--- config.mk ---
export PLATFORM = sky130hd
export DESIGN_NAME = pcr_regs
export DESIGN_NICKNAME = d
export VERILOG_FILES = /design/src/pcr_pkg.sv /design/src/pcr_wb_slave.sv /design/src/pcr_soft_reset.sv /design/src/pcr_regs.sv
export SDC_FILE = /design/constraint.sdc
export NUM_CORES = 1
export LEC_CHECK = 0
export BUFFER_PORTS_ARGS = -buffer_cell sky130_fd_sc_hd__buf_2
export CAP_MARGIN = 0
export CORE_ASPECT_RATIO = 2
export CORE_MARGIN = 2
export CORE_UTILIZATION = 29
export CTS_CLUSTER_SIZE = 10
export DETAILED_ROUTE_END_ITERATION = 10
export GPL_TIMING_DRIVEN = 0
export PLACE_DENSITY = 0.52
export SLEW_MARGIN = 10
export SYNTH_ARGS = -nofsm -noshare
export SYNTH_HDL_FRONTEND = slang
export SYNTH_SLANG_ARGS = --single-unit
--- constraint.sdc ---
create_clock -name ref_clk -period 1.78 [get_ports ref_clk]
set_input_delay 0.356 -clock ref_clk [delete_from_list [all_inputs] [get_ports ref_clk]]
set_output_delay 0.356 -clock ref_clk [all_outputs]
set_load 0.005 [all_outputs]
--- src/pcr_pkg.sv ---
// package of offsets, fields, reset values and carrier types for the pcs regs
package pcr_pkg;

   // ****************************************************************
   // word offsets
   // ****************************************************************
   localparam logic [4:0] OFS_CONTROL     = 5'h00;
   localparam logic [4:0] OFS_EXT_STATUS  = 5'h0f;
   localparam logic [4:0] OFS_SCRATCH     = 5'h10;
   localparam logic [4:0] OFS_VERSION     = 5'h11;
   localparam logic [4:0] OFS_TIMER_LOW   = 5'h12;
   localparam logic [4:0] OFS_TIMER_HIGH  = 5'h13;
   localparam logic [4:0] OFS_IFACE_SEL   = 5'h14;
   localparam logic [4:0] OFS_RSVD_FIRST  = 5'h17;
   localparam logic [4:0] OFS_RSVD_LAST   = 5'h1f;
   // byte address = word offset times four
   localparam int         ADDR_LSB        = 2;

   // ****************************************************************
   // control word fields and interface select bit
   // ****************************************************************
   localparam int BIT_UNIDIR      = 5;
   localparam int BIT_RATE_LOW    = 6;
   localparam int BIT_COL_TEST    = 7;
   localparam int BIT_DUPLEX      = 8;
   localparam int BIT_AN_RESTART  = 9;
   localparam int BIT_ISOLATE     = 10;
   localparam int BIT_POWERDOWN   = 11;
   localparam int BIT_AN_ENABLE   = 12;
   localparam int BIT_RATE_HIGH   = 13;
   localparam int BIT_LOOPBACK    = 14;
   localparam int BIT_SOFT_RESET  = 15;
   localparam int BIT_IFACE_SGMII = 0;

   // ****************************************************************
   // reset values and constants
   // ****************************************************************
   localparam logic [15:0] RST_CONTROL    = 16'h1140;
   localparam logic [15:0] RST_SCRATCH    = 16'h0000;
   localparam logic [15:0] RST_TIMER_LOW  = 16'h8968;
   localparam logic [4:0]  RST_TIMER_HIGH = 5'h09;
   localparam logic [15:0] RST_IFACE_SEL  = 16'h0000;
   // arbitrary neutral revision value
   localparam logic [15:0] CORE_VERSION   = 16'h0100;
   localparam int          TIMER_WIDTH    = 21;
   // timer unit and range, figures as printed
   localparam int          TIMER_STEP_NS  = 8;
   localparam int          TIMER_MAX_MS   = 16;
   // soft reset pulse length in ref_clk cycles
   localparam logic [1:0]  SRST_CYCLES    = 2'h1;

   // ****************************************************************
   // carrier types
   // ****************************************************************
   typedef struct packed {
      logic        an_enable;
      logic        an_restart;
      logic        unidir_tx;
      logic        isolate;
      logic        powerdown;
      logic        loopback;
      logic        soft_reset;
      logic        sgmii_mode;
      logic [20:0] link_timer;
   } pcr_ctrl_s;

   typedef struct packed {
      logic        we;
      logic [4:0]  word;
      logic [15:0] data;
   } pcr_wr_s;

endpackage : pcr_pkg

--- src/pcr_wb_slave.sv ---
// classic wishbone slave front end producing one-cycle word write strobes
`timescale 1ns/1ns
module pcr_wb_slave (
   // clock and reset
   input  wire logic                ref_clk,
   input  wire logic                reset,
   // wishbone
   input  wire logic                wb_cyc_i,
   input  wire logic                wb_stb_i,
   input  wire logic                wb_we_i,
   input  wire logic [7:0]          wb_adr_i,
   input  wire logic [3:0]          wb_sel_i,
   input  wire logic [31:0]         wb_dat_i,
   output logic                     wb_ack_o,
   // register side
   output pcr_pkg::pcr_wr_s         wr,
   output logic [4:0]               rd_word
);

   // ****************************************************************
   // decode
   // ****************************************************************
   // new request only while no ack is pending, so one ack per cycle pair
   wire logic req_new = wb_cyc_i & wb_stb_i & ~wb_ack_o;
   // low half lanes carry the 16-bit word
   wire logic lanes_ok = wb_sel_i[0] & wb_sel_i[1];
   wire logic [4:0] word_ix = wb_adr_i[pcr_pkg::ADDR_LSB +: 5];

   assign rd_word = word_ix;

   // ack one cycle after the request; write strobe on the same edge
   always_ff @(posedge ref_clk) begin
      if (reset) begin
         wb_ack_o <= 1'b0;
         wr       <= '0;
      end else begin
         wb_ack_o <= req_new;
         wr.we    <= req_new & wb_we_i & lanes_ok;
         wr.word  <= word_ix;
         wr.data  <= wb_dat_i[15:0];
      end
   end

endmodule : pcr_wb_slave

--- src/pcr_soft_reset.sv ---
// self clearing soft reset pulse stretcher
`timescale 1ns/1ns
module pcr_soft_reset (
   // clock and reset
   input  wire logic  ref_clk,
   input  wire logic  reset,
   // trigger and pulse
   input  wire logic  trigger,
   output logic       pulse
);

   logic [1:0] count;

   // ****************************************************************
   // pulse counter
   // ****************************************************************
   // retrigger restarts the count so the pulse never cuts short
   always_ff @(posedge ref_clk) begin
      if (reset) begin
         count <= 2'h0;
         pulse <= 1'b0;
      end else if (trigger) begin
         count <= pcr_pkg::SRST_CYCLES - 2'h1;
         pulse <= 1'b1;
      end else if (count != 2'h0) begin
         count <= count - 2'h1;
      end else begin
         pulse <= 1'b0;
      end
   end

endmodule : pcr_soft_reset

--- src/pcr_regs.sv ---
// pcs control and configuration register bank top
//
// Contract
// - extended status at 0x0f reads zero only
// - scratch 0x10 read write, resets zero
// - revision at 0x11 read only constant
// - link timer is 21 bit count
// - timer resets to 0x8968 and 0x0009
// - timer low at 0x12, bit0 zero
// - timer high at 0x13, five bits
// - interface select at 0x14, resets zero
// - unidirectional ignored while autoneg enabled
// - unidirectional lets transmit without link
// - rate bits read fixed gigabit code
// - collision test bit reads zero
// - duplex bit reads one
// - restart bit write restarts negotiation
// - isolate bit isolates from mac
// - powerdown bit drives powerdown output
// - autoneg enable bit resets to one
// - loopback bit, ignored with reduced interface
// - soft reset bit pulses, self clears
// - control word at 0x00 resets 0x1140
`timescale 1ns/1ns
module pcr_regs (
   // clock and reset
   input  wire logic        ref_clk,
   input  wire logic        reset,
   // wishbone
   input  wire logic        wb_cyc_i,
   input  wire logic        wb_stb_i,
   input  wire logic        wb_we_i,
   input  wire logic [7:0]  wb_adr_i,
   input  wire logic [3:0]  wb_sel_i,
   input  wire logic [31:0] wb_dat_i,
   output logic [31:0]      wb_dat_o,
   output logic             wb_ack_o,
   // link state from the sublayer
   input  wire logic        link_ok,
   input  wire logic        reduced_ten_bit_iface,
   // control outputs
   output logic             an_enable,
   output logic             an_restart,
   output logic             tx_permit,
   output logic             isolate,
   output logic             powerdown,
   output logic             loopback,
   output logic             soft_reset,
   output logic             sgmii_mode,
   output logic [20:0]      link_timer
);

   // ****************************************************************
   // storage
   // ****************************************************************
   pcr_pkg::pcr_wr_s wr;
   logic [4:0]       rd_word;
   logic             unidir;
   logic             an_en_q;
   logic             isolate_q;
   logic             powerdown_q;
   logic             loopback_q;
   logic [15:0]      scratch_word;
   logic [15:1]      timer_low;
   logic [4:0]       timer_high;
   logic [15:0]      interface_select;
   logic             srst_pulse;

   pcr_wb_slave u_bus (
      .ref_clk  (ref_clk),
      .reset    (reset),
      .wb_cyc_i (wb_cyc_i),
      .wb_stb_i (wb_stb_i),
      .wb_we_i  (wb_we_i),
      .wb_adr_i (wb_adr_i),
      .wb_sel_i (wb_sel_i),
      .wb_dat_i (wb_dat_i),
      .wb_ack_o (),
      .wr       (wr),
      .rd_word  (rd_word)
   );

   // ****************************************************************
   // write decode
   // ****************************************************************
   // read only and reserved words have no strobe, so writes vanish
   // writes to others dropped
   wire logic wr_ctrl  = wr.we & (wr.word == pcr_pkg::OFS_CONTROL);
   wire logic wr_scr   = wr.we & (wr.word == pcr_pkg::OFS_SCRATCH);
   wire logic wr_tlow  = wr.we & (wr.word == pcr_pkg::OFS_TIMER_LOW);
   wire logic wr_thigh = wr.we & (wr.word == pcr_pkg::OFS_TIMER_HIGH);
   wire logic wr_ifs   = wr.we & (wr.word == pcr_pkg::OFS_IFACE_SEL);
   wire logic [15:0] wd = wr.data;

   wire logic restart_hit = wr_ctrl & wd[pcr_pkg::BIT_AN_RESTART];
   wire logic srst_hit = wr_ctrl & wd[pcr_pkg::BIT_SOFT_RESET];

   pcr_soft_reset u_srst (
      .ref_clk (ref_clk),
      .reset   (reset),
      .trigger (srst_hit),
      .pulse   (srst_pulse)
   );

   // ****************************************************************
   // control word fields
   // ****************************************************************
   // control reset value
   always_ff @(posedge ref_clk) begin
      if (reset) begin
         unidir      <= pcr_pkg::RST_CONTROL[pcr_pkg::BIT_UNIDIR];
         an_en_q     <= pcr_pkg::RST_CONTROL[pcr_pkg::BIT_AN_ENABLE];
         isolate_q   <= pcr_pkg::RST_CONTROL[pcr_pkg::BIT_ISOLATE];
         powerdown_q <= pcr_pkg::RST_CONTROL[pcr_pkg::BIT_POWERDOWN];
         loopback_q  <= pcr_pkg::RST_CONTROL[pcr_pkg::BIT_LOOPBACK];
      end else if (wr_ctrl) begin
         unidir      <= wd[pcr_pkg::BIT_UNIDIR];
         an_en_q     <= wd[pcr_pkg::BIT_AN_ENABLE];
         isolate_q   <= wd[pcr_pkg::BIT_ISOLATE];
         powerdown_q <= wd[pcr_pkg::BIT_POWERDOWN];
         loopback_q  <= wd[pcr_pkg::BIT_LOOPBACK];
      end
   end

   // ****************************************************************
   // extended words
   // ****************************************************************
   // scratch store
   always_ff @(posedge ref_clk) begin
      if (reset) begin
         scratch_word <= pcr_pkg::RST_SCRATCH;
      end else if (wr_scr) begin
         scratch_word <= wd;
      end
   end

   always_ff @(posedge ref_clk) begin
      if (reset) begin
         timer_low  <= pcr_pkg::RST_TIMER_LOW[15:1];
         timer_high <= pcr_pkg::RST_TIMER_HIGH;
      end else begin
         if (wr_tlow) begin
            timer_low <= wd[15:1];
         end
         if (wr_thigh) begin
            timer_high <= wd[4:0];
         end
      end
   end

   always_ff @(posedge ref_clk) begin
      if (reset) begin
         interface_select <= pcr_pkg::RST_IFACE_SEL;
      end else if (wr_ifs) begin
         interface_select <= wd;
      end
   end

   // ****************************************************************
   // read mux
   // ****************************************************************
   // rate indication gigabit
   // duplex reads one
   // restart and reset bits read zero since they act as pulses
   wire logic [15:0] ctrl_rd = {
      1'b0,                 // soft reset, self clearing
      loopback_q,
      1'b0,                 // rate indication high
      an_en_q,
      powerdown_q,
      isolate_q,
      1'b0,                 // restart
      1'b1,                 // duplex
      1'b0,                 // collision test
      1'b1,                 // rate indication low
      unidir,
      5'h00};

   wire logic [20:0] timer_full = {timer_high, timer_low, 1'b0};

   logic [15:0] rd_mux;
   always_comb begin
      case (rd_word)
         pcr_pkg::OFS_CONTROL:    rd_mux = ctrl_rd;
         pcr_pkg::OFS_EXT_STATUS: rd_mux = 16'h0000;
         pcr_pkg::OFS_SCRATCH:    rd_mux = scratch_word;
         pcr_pkg::OFS_VERSION:    rd_mux = pcr_pkg::CORE_VERSION;
         pcr_pkg::OFS_TIMER_LOW:  rd_mux = {timer_low, 1'b0};
         pcr_pkg::OFS_TIMER_HIGH: rd_mux = {11'h000, timer_high};
         pcr_pkg::OFS_IFACE_SEL:  rd_mux = interface_select;
         default:                 rd_mux = 16'h0000;
      endcase
   end

   // ****************************************************************
   // bus answer
   // ****************************************************************
   // ack duplicated here so the output stays a local flip-flop
   wire logic req_new = wb_cyc_i & wb_stb_i & ~wb_ack_o;

   // read data sampled with the request, upper half always zero
   always_ff @(posedge ref_clk) begin
      if (reset) begin
         wb_ack_o <= 1'b0;
         wb_dat_o <= 32'h0000_0000;
      end else begin
         wb_ack_o <= req_new;
         wb_dat_o <= {16'h0000, rd_mux};
      end
   end

   // ****************************************************************
   // control outputs
   // ****************************************************************
   // registered so each output leaves straight from a flip-flop
   always_ff @(posedge ref_clk) begin
      if (reset) begin
         an_enable  <= 1'b0;
         an_restart <= 1'b0;
         tx_permit  <= 1'b0;
         isolate    <= 1'b0;
         powerdown  <= 1'b0;
         loopback   <= 1'b0;
         soft_reset <= 1'b0;
         sgmii_mode <= 1'b0;
         link_timer <= 21'h000000;
      end else begin
         an_enable  <= an_en_q;
         an_restart <= restart_hit;
         tx_permit  <= link_ok | (unidir & ~an_en_q);
         isolate    <= isolate_q;
         powerdown  <= powerdown_q;
         loopback   <= loopback_q & ~reduced_ten_bit_iface;
         soft_reset <= srst_pulse;
         sgmii_mode <= interface_select[pcr_pkg::BIT_IFACE_SGMII];
         link_timer <= timer_full;
      end
   end

endmodule : pcr_regs

Yosys cells after proc, flatten, opt, wreduce, memory -nomap -nowiden
Cells that the tools add are included.
{"block": "totals", "reg_bits": 145}
{"block": "op_classes", "n_eq_ne": 10, "reduce_logical": 4, "n_mux": 3, "n_bitwise": 20, "add_sub_neg": 1}
{"cell": "16-bit one-hot mux with 6 select lines", "count": 1}
{"cell": "5-bit equality test (second input constant)", "count": 9}
{"cell": "1-bit bitwise AND", "count": 15}
{"cell": "5-bit logical NOT", "count": 2}
{"cell": "1-bit NOT", "count": 4}
{"cell": "1-bit 2-to-1 mux", "count": 2}
{"cell": "2-bit inequality test (second input constant)", "count": 1}
{"cell": "2-bit nonzero test", "count": 1}
{"cell": "2-bit OR reduction", "count": 1}
{"cell": "2-bit by 1-bit subtractor with 2-bit output (second input constant)", "count": 1}
{"cell": "1-bit OR", "count": 1}

Logic depth before layout (Yosys ltp)
{"block": "depth", "depth_word": 4, "mapped_depth": 6, "mapped_depth_nobuf": 5}

By module
A second synthesis with hierarchy kept.
{"block": "hier_totals", "cells_unflattened": 447, "area_unflattened_um2": 4589.4}
{"module": "pcr_regs", "cells_each": 381, "seq_area_each_um2": 2042.0, "area_per_inst_um2": 3797.4, "n_inst": 1}
{"module": "pcr_wb_slave", "cells_each": 53, "seq_area_each_um2": 460.4, "area_per_inst_um2": 661.9, "n_inst": 1}
{"module": "pcr_soft_reset", "cells_each": 13, "seq_area_each_um2": 60.1, "area_per_inst_um2": 130.1, "n_inst": 1}

Worst setup path before layout
Ideal clock, no wire load.
{"block": "synth_path", "path_kind": "in2reg", "startpoint": "in wb_adr_i[2]", "endpoint": "reg wb_dat_o[4]", "path_slack_ns": 0.098, "required_time_ns": 1.652, "n_path_buf": 2, "path_stages": 5, "t_arrival_ns": 1.555, "path_cell_list": "clkbuf_1 > clkbuf_1 > mux2_2 > a222oi_1 > nor2_1"}
{"block": "synth_between", "elab_chain_cells": 2, "elab_cells_between_ends": 7, "classes_between": "eq/ne (5); mux (1); reduce/logical (1)"}
{"element": "start: declaration", "line": "pcr_regs.sv:33", "source": "input wire logic [7:0] wb_adr_i,"}
{"element": "5-bit equality test or 5-bit logical NOT (tied branches)", "line": "pcr_regs.sv:183", "source": "case (rd_word)"}
{"element": "16-bit one-hot mux with 6 select lines (*)", "line": "pcr_regs.sv:183"}
{"element": "end signal: assignment", "line": "pcr_regs.sv:208", "source": "wb_dat_o <= {16'h0000, rd_mux};"}
{"element": "end: declaration", "line": "pcr_regs.sv:36", "source": "output logic [31:0] wb_dat_o,"}
Every way passes the cells marked *; elsewhere a longest branch is shown, timed or not.
A chain may end at the register's enable or synchronous reset.

Worst setup path in the final report
{"block": "layout_path", "startpoint": "reg u_bus.wr[21] (netlist name)", "endpoint": "reg isolate_q"}
{"block": "layout_between", "elab_chain_cells": 1}
{"element": "1-bit bitwise AND", "line": "pcr_regs.sv:88", "source": "wire logic wr_ctrl = wr.we & (wr.word == pcr_pkg::OFS_CONTROL);"}
{"element": "end signal: assignment", "line": "pcr_regs.sv:113", "source": "isolate_q <= pcr_pkg::RST_CONTROL[pcr_pkg::BIT_ISOLATE];"}
{"element": "end signal: assignment", "line": "pcr_regs.sv:119", "source": "isolate_q <= wd[pcr_pkg::BIT_ISOLATE];"}
{"element": "end: declaration", "line": "pcr_regs.sv:60", "source": "logic isolate_q;"}
No other way between the ends.

==> reports/metrics.cfg <==
[outcome]
status=completed

[setup_path]
critPathArrivalTime_ns=2.00
timing_worst_setup_path_type=reg2reg
cp_max_fo=6
start_kind=flop
endpoint_kind=flop
crit_required_ns=2.06

[placed_design]
placed_cell_area_sq_um=5230
gp_congestion=0.876
io_buffers=71
hpwl_mm=8.88
dpl_worst_slack_ns=-0.468

[synth]
yosysTopAreaCell=dfxtp_1
synthMostInstantiatedCell=dfxtp_1
ys_async_sr_fraction_pct=0
synth-main-ff-cell=dfxtp_1
ys_warn_count=0
yosysSeqAreaShare_pct=56.1
synth_top_area_share_pct=56.1
synth_enable_flop_cells=0
syn_area_sq_um=4570
synthTopCellsByCount=128 x dfxtp_1, 58 x nor2_1, 42 x nor2b_1
synth.avg_cell_area_sq_um=10.1
synth_cell_types=39
ys_ff_latch=128
synthTopCellsByArea=dfxtp_1 56%, mux2i_1 7.2%, nor2b_1 5.8%
syn_inst=452

[clock_network]
ctsHoldBuffers=0
cts_sinks=128
insertion_delay_ns=0.42
clk_pin_slew_ns=0.06
root_buffer=clkbuf_16
cts_buffers=17
htreeDepth=4
cts_buffer_depth=2
cts_tree=yes

[pwr]
p_clk_share_pct=51.7
p_int_uw=5220
combPwrFrac_pct=4.7
sequentialPowerShare_pct=43.6
netSwitchingFraction_pct=23.1
power_density_nw_per_um2=1150
vdd.ir_drop.worst_mv=0.623
p_sw_uw=1570
p_leak_uw=0.00262

[floorplanning]
start_util_pct=29.7
rows=64
die_area_sq_um=16800
core_area_sq_um=15400
fp.dieW_um=92.7
die_h_um=181
io_pins=113

[drt]
wl_mm=12.3
ant_nets=0
num_vias=3428
wl_per_cell_um=15.9
viasPerCell=4.44
initialDrtViolationCount=152
dr.pass1.iters=4
remaining_drc_errors=0

[global_route]
overflow=0
grt_usage_pct=15.2
grt_pass1_vias=3605
grt_start_max_net_pins=17
grt_pass1_wl_mm=18.9
grt_antenna_before_repair=0

[timing]
period_minus_slack_ns=1.71
tightest_slew_ns=0.754
tns_ns=0
fmax_mhz=584
final_hold_viol_count=0
setup_slack_ns=0.0669
slew_viol_final=0
setup_viol=0
hold_ws_ns=0.109
skew_ns=0.00785
finalCritPeriodShare_pct=96.2
relSlewSlack_pct=49.4

[hold_path]
hp-class=in2reg

[cells_and_area]
multiInputGateArea_sq_um=1800
fin_nets=613
antenna_cells=0
area_delta_synth_final_pct=29.2
layout-drive-gt1-share_pct=26.5
register_area_sq_um=2560
fin_area_sq_um=5900
fillers=1578

[flow_run]
cap_violations=0

-- repair_timing --
item,in CTS,in global routing
pin swaps,1,1
cloned,0,0
resized for setup,4,10
endpoints found under the hold margin,0,0
setup buffers,2,1
endpoints found under the setup margin,18,33
-- stage by stage --
step,utilization [%],power [uW],cells
2_1_floorplan,-,3210,468
3_3_place_gp,34.0,3330,737
3_5_place_dp,34.0,3340,737
4_1_cts,38.2,6860,771
5_1_grt,38.4,7030,772
6_report,38.4,6790,772
-- flip-flops by register name (all words and copies together) (netlist names) --
name and cells:
link_timer 20, isolate 1, tx_permit 1, powerdown 1, u_bus.wr 22, unidir 1, sgmii_mode 1, loopback_q 1
u_srst.count 2, timer_low 15, powerdown_q 1, u_srst.pulse 1, timer_high 5, isolate_q 1, wb_ack_o 1, loopback 1
an_restart 1, scratch_word 16, soft_reset 1, interface_select 16, u_bus.wb_ack_o 1, wb_dat_o 16, an_enable 1, an_en_q 1
-- per-layer routing --
layer | vias to the layer above | routed length [um] | GRT usage, %
met2 | 73 | 7100 | 29.7
li1 | 1700 | - | -
met4 | 0 | 353 | 7.65
met1 | 1642 | 4410 | 13.8
met3 | 13 | 433 | 4.02
met5 | - | 0 | 0
-- logic make-up (layout without fill, tap and decap cells) --
logic type | Yosys count | after routing | share of synthesized area (%)
mux | 46 | 46 | 10.4
xor+xnor | 1 | 1 | 0.192
flops | 128 | 128 | 56.1
other cells | 1 | 17 | 0.0821
fa+ha+maj | 1 | 1 | 0.274
simple gates | 157 | 157 | 18.1
buf+inv | 55 | 161 | 6.33
compound gates | 63 | 63 | 8.49
-- worst max-delay path, cell delays in order (launching register included) --
cell	delay (ns)
dfxtp_1	0.38
or4b_1	0.47
buf_6	0.16
or3_1	0.32
buf_6	0.14
nand2_1	0.06
a21oi_1	0.06
-- power by group through the flow --
stage | Combinational [uW] | Sequential [uW] | Clock, uW
final | 318 | 2960 | 3510
after global routing | 350 | 2970 | 3720
after CTS | 319 | 2960 | 3580
after detailed placement | 315 | 3020 | 0
after global placement | 307 | 3020 | 0
after floorplan | 201 | 3010 | 0
-- final cells by class --
| class | count | area share [%] |
|---|---|---|
| Tap cell | 198 | 4.20 |
| Inverter | 13 | 0.827 |
| Clock inverter | 13 | 2.59 |
| Clock buffer | 19 | 7.68 |
| Timing Repair Buffer | 74 | 6.40 |
| Sequential cell | 128 | 43.4 |
| Multi-Input combinational cell | 285 | 30.5 |
| Buffer | 42 | 4.41 |
-- final timing paths --
check                                            from              to  slack (ns)  depth (start not counted)
worst min register to register         u_bus.wb_ack_o  u_bus.wb_ack_o        0.40                          1
worst max-delay path                     u_bus.wr[21]       isolate_q        0.07                          6
worst max register to register           u_bus.wr[21]       isolate_q        0.07                          6
worst min-delay path            reduced_ten_bit_iface        loopback        0.11                          2
-- cells in the final DEF (no fill, tap or decap), drive strengths merged, types with 4 or more instances in the layout --
| master | netlist | layout |
|---|---|---|
| clkbuf | 18 | 38 |
| clkinv | 0 | 4 |
| conb | 1 | 17 |
| nor2b | 42 | 42 |
| o21ai | 14 | 14 |
| nand2b | 9 | 9 |
| inv | 13 | 17 |
| nand2 | 23 | 23 |
| nor2 | 59 | 59 |
| mux2i | 33 | 33 |
| a22oi | 14 | 14 |
| dfxtp | 128 | 128 |
| mux2 | 13 | 13 |
| a222oi | 4 | 4 |
| a21oi | 25 | 25 |
| nor3 | 7 | 7 |
| buf | 24 | 97 |
No activity file was read; power rests on OpenSTA's default activity.
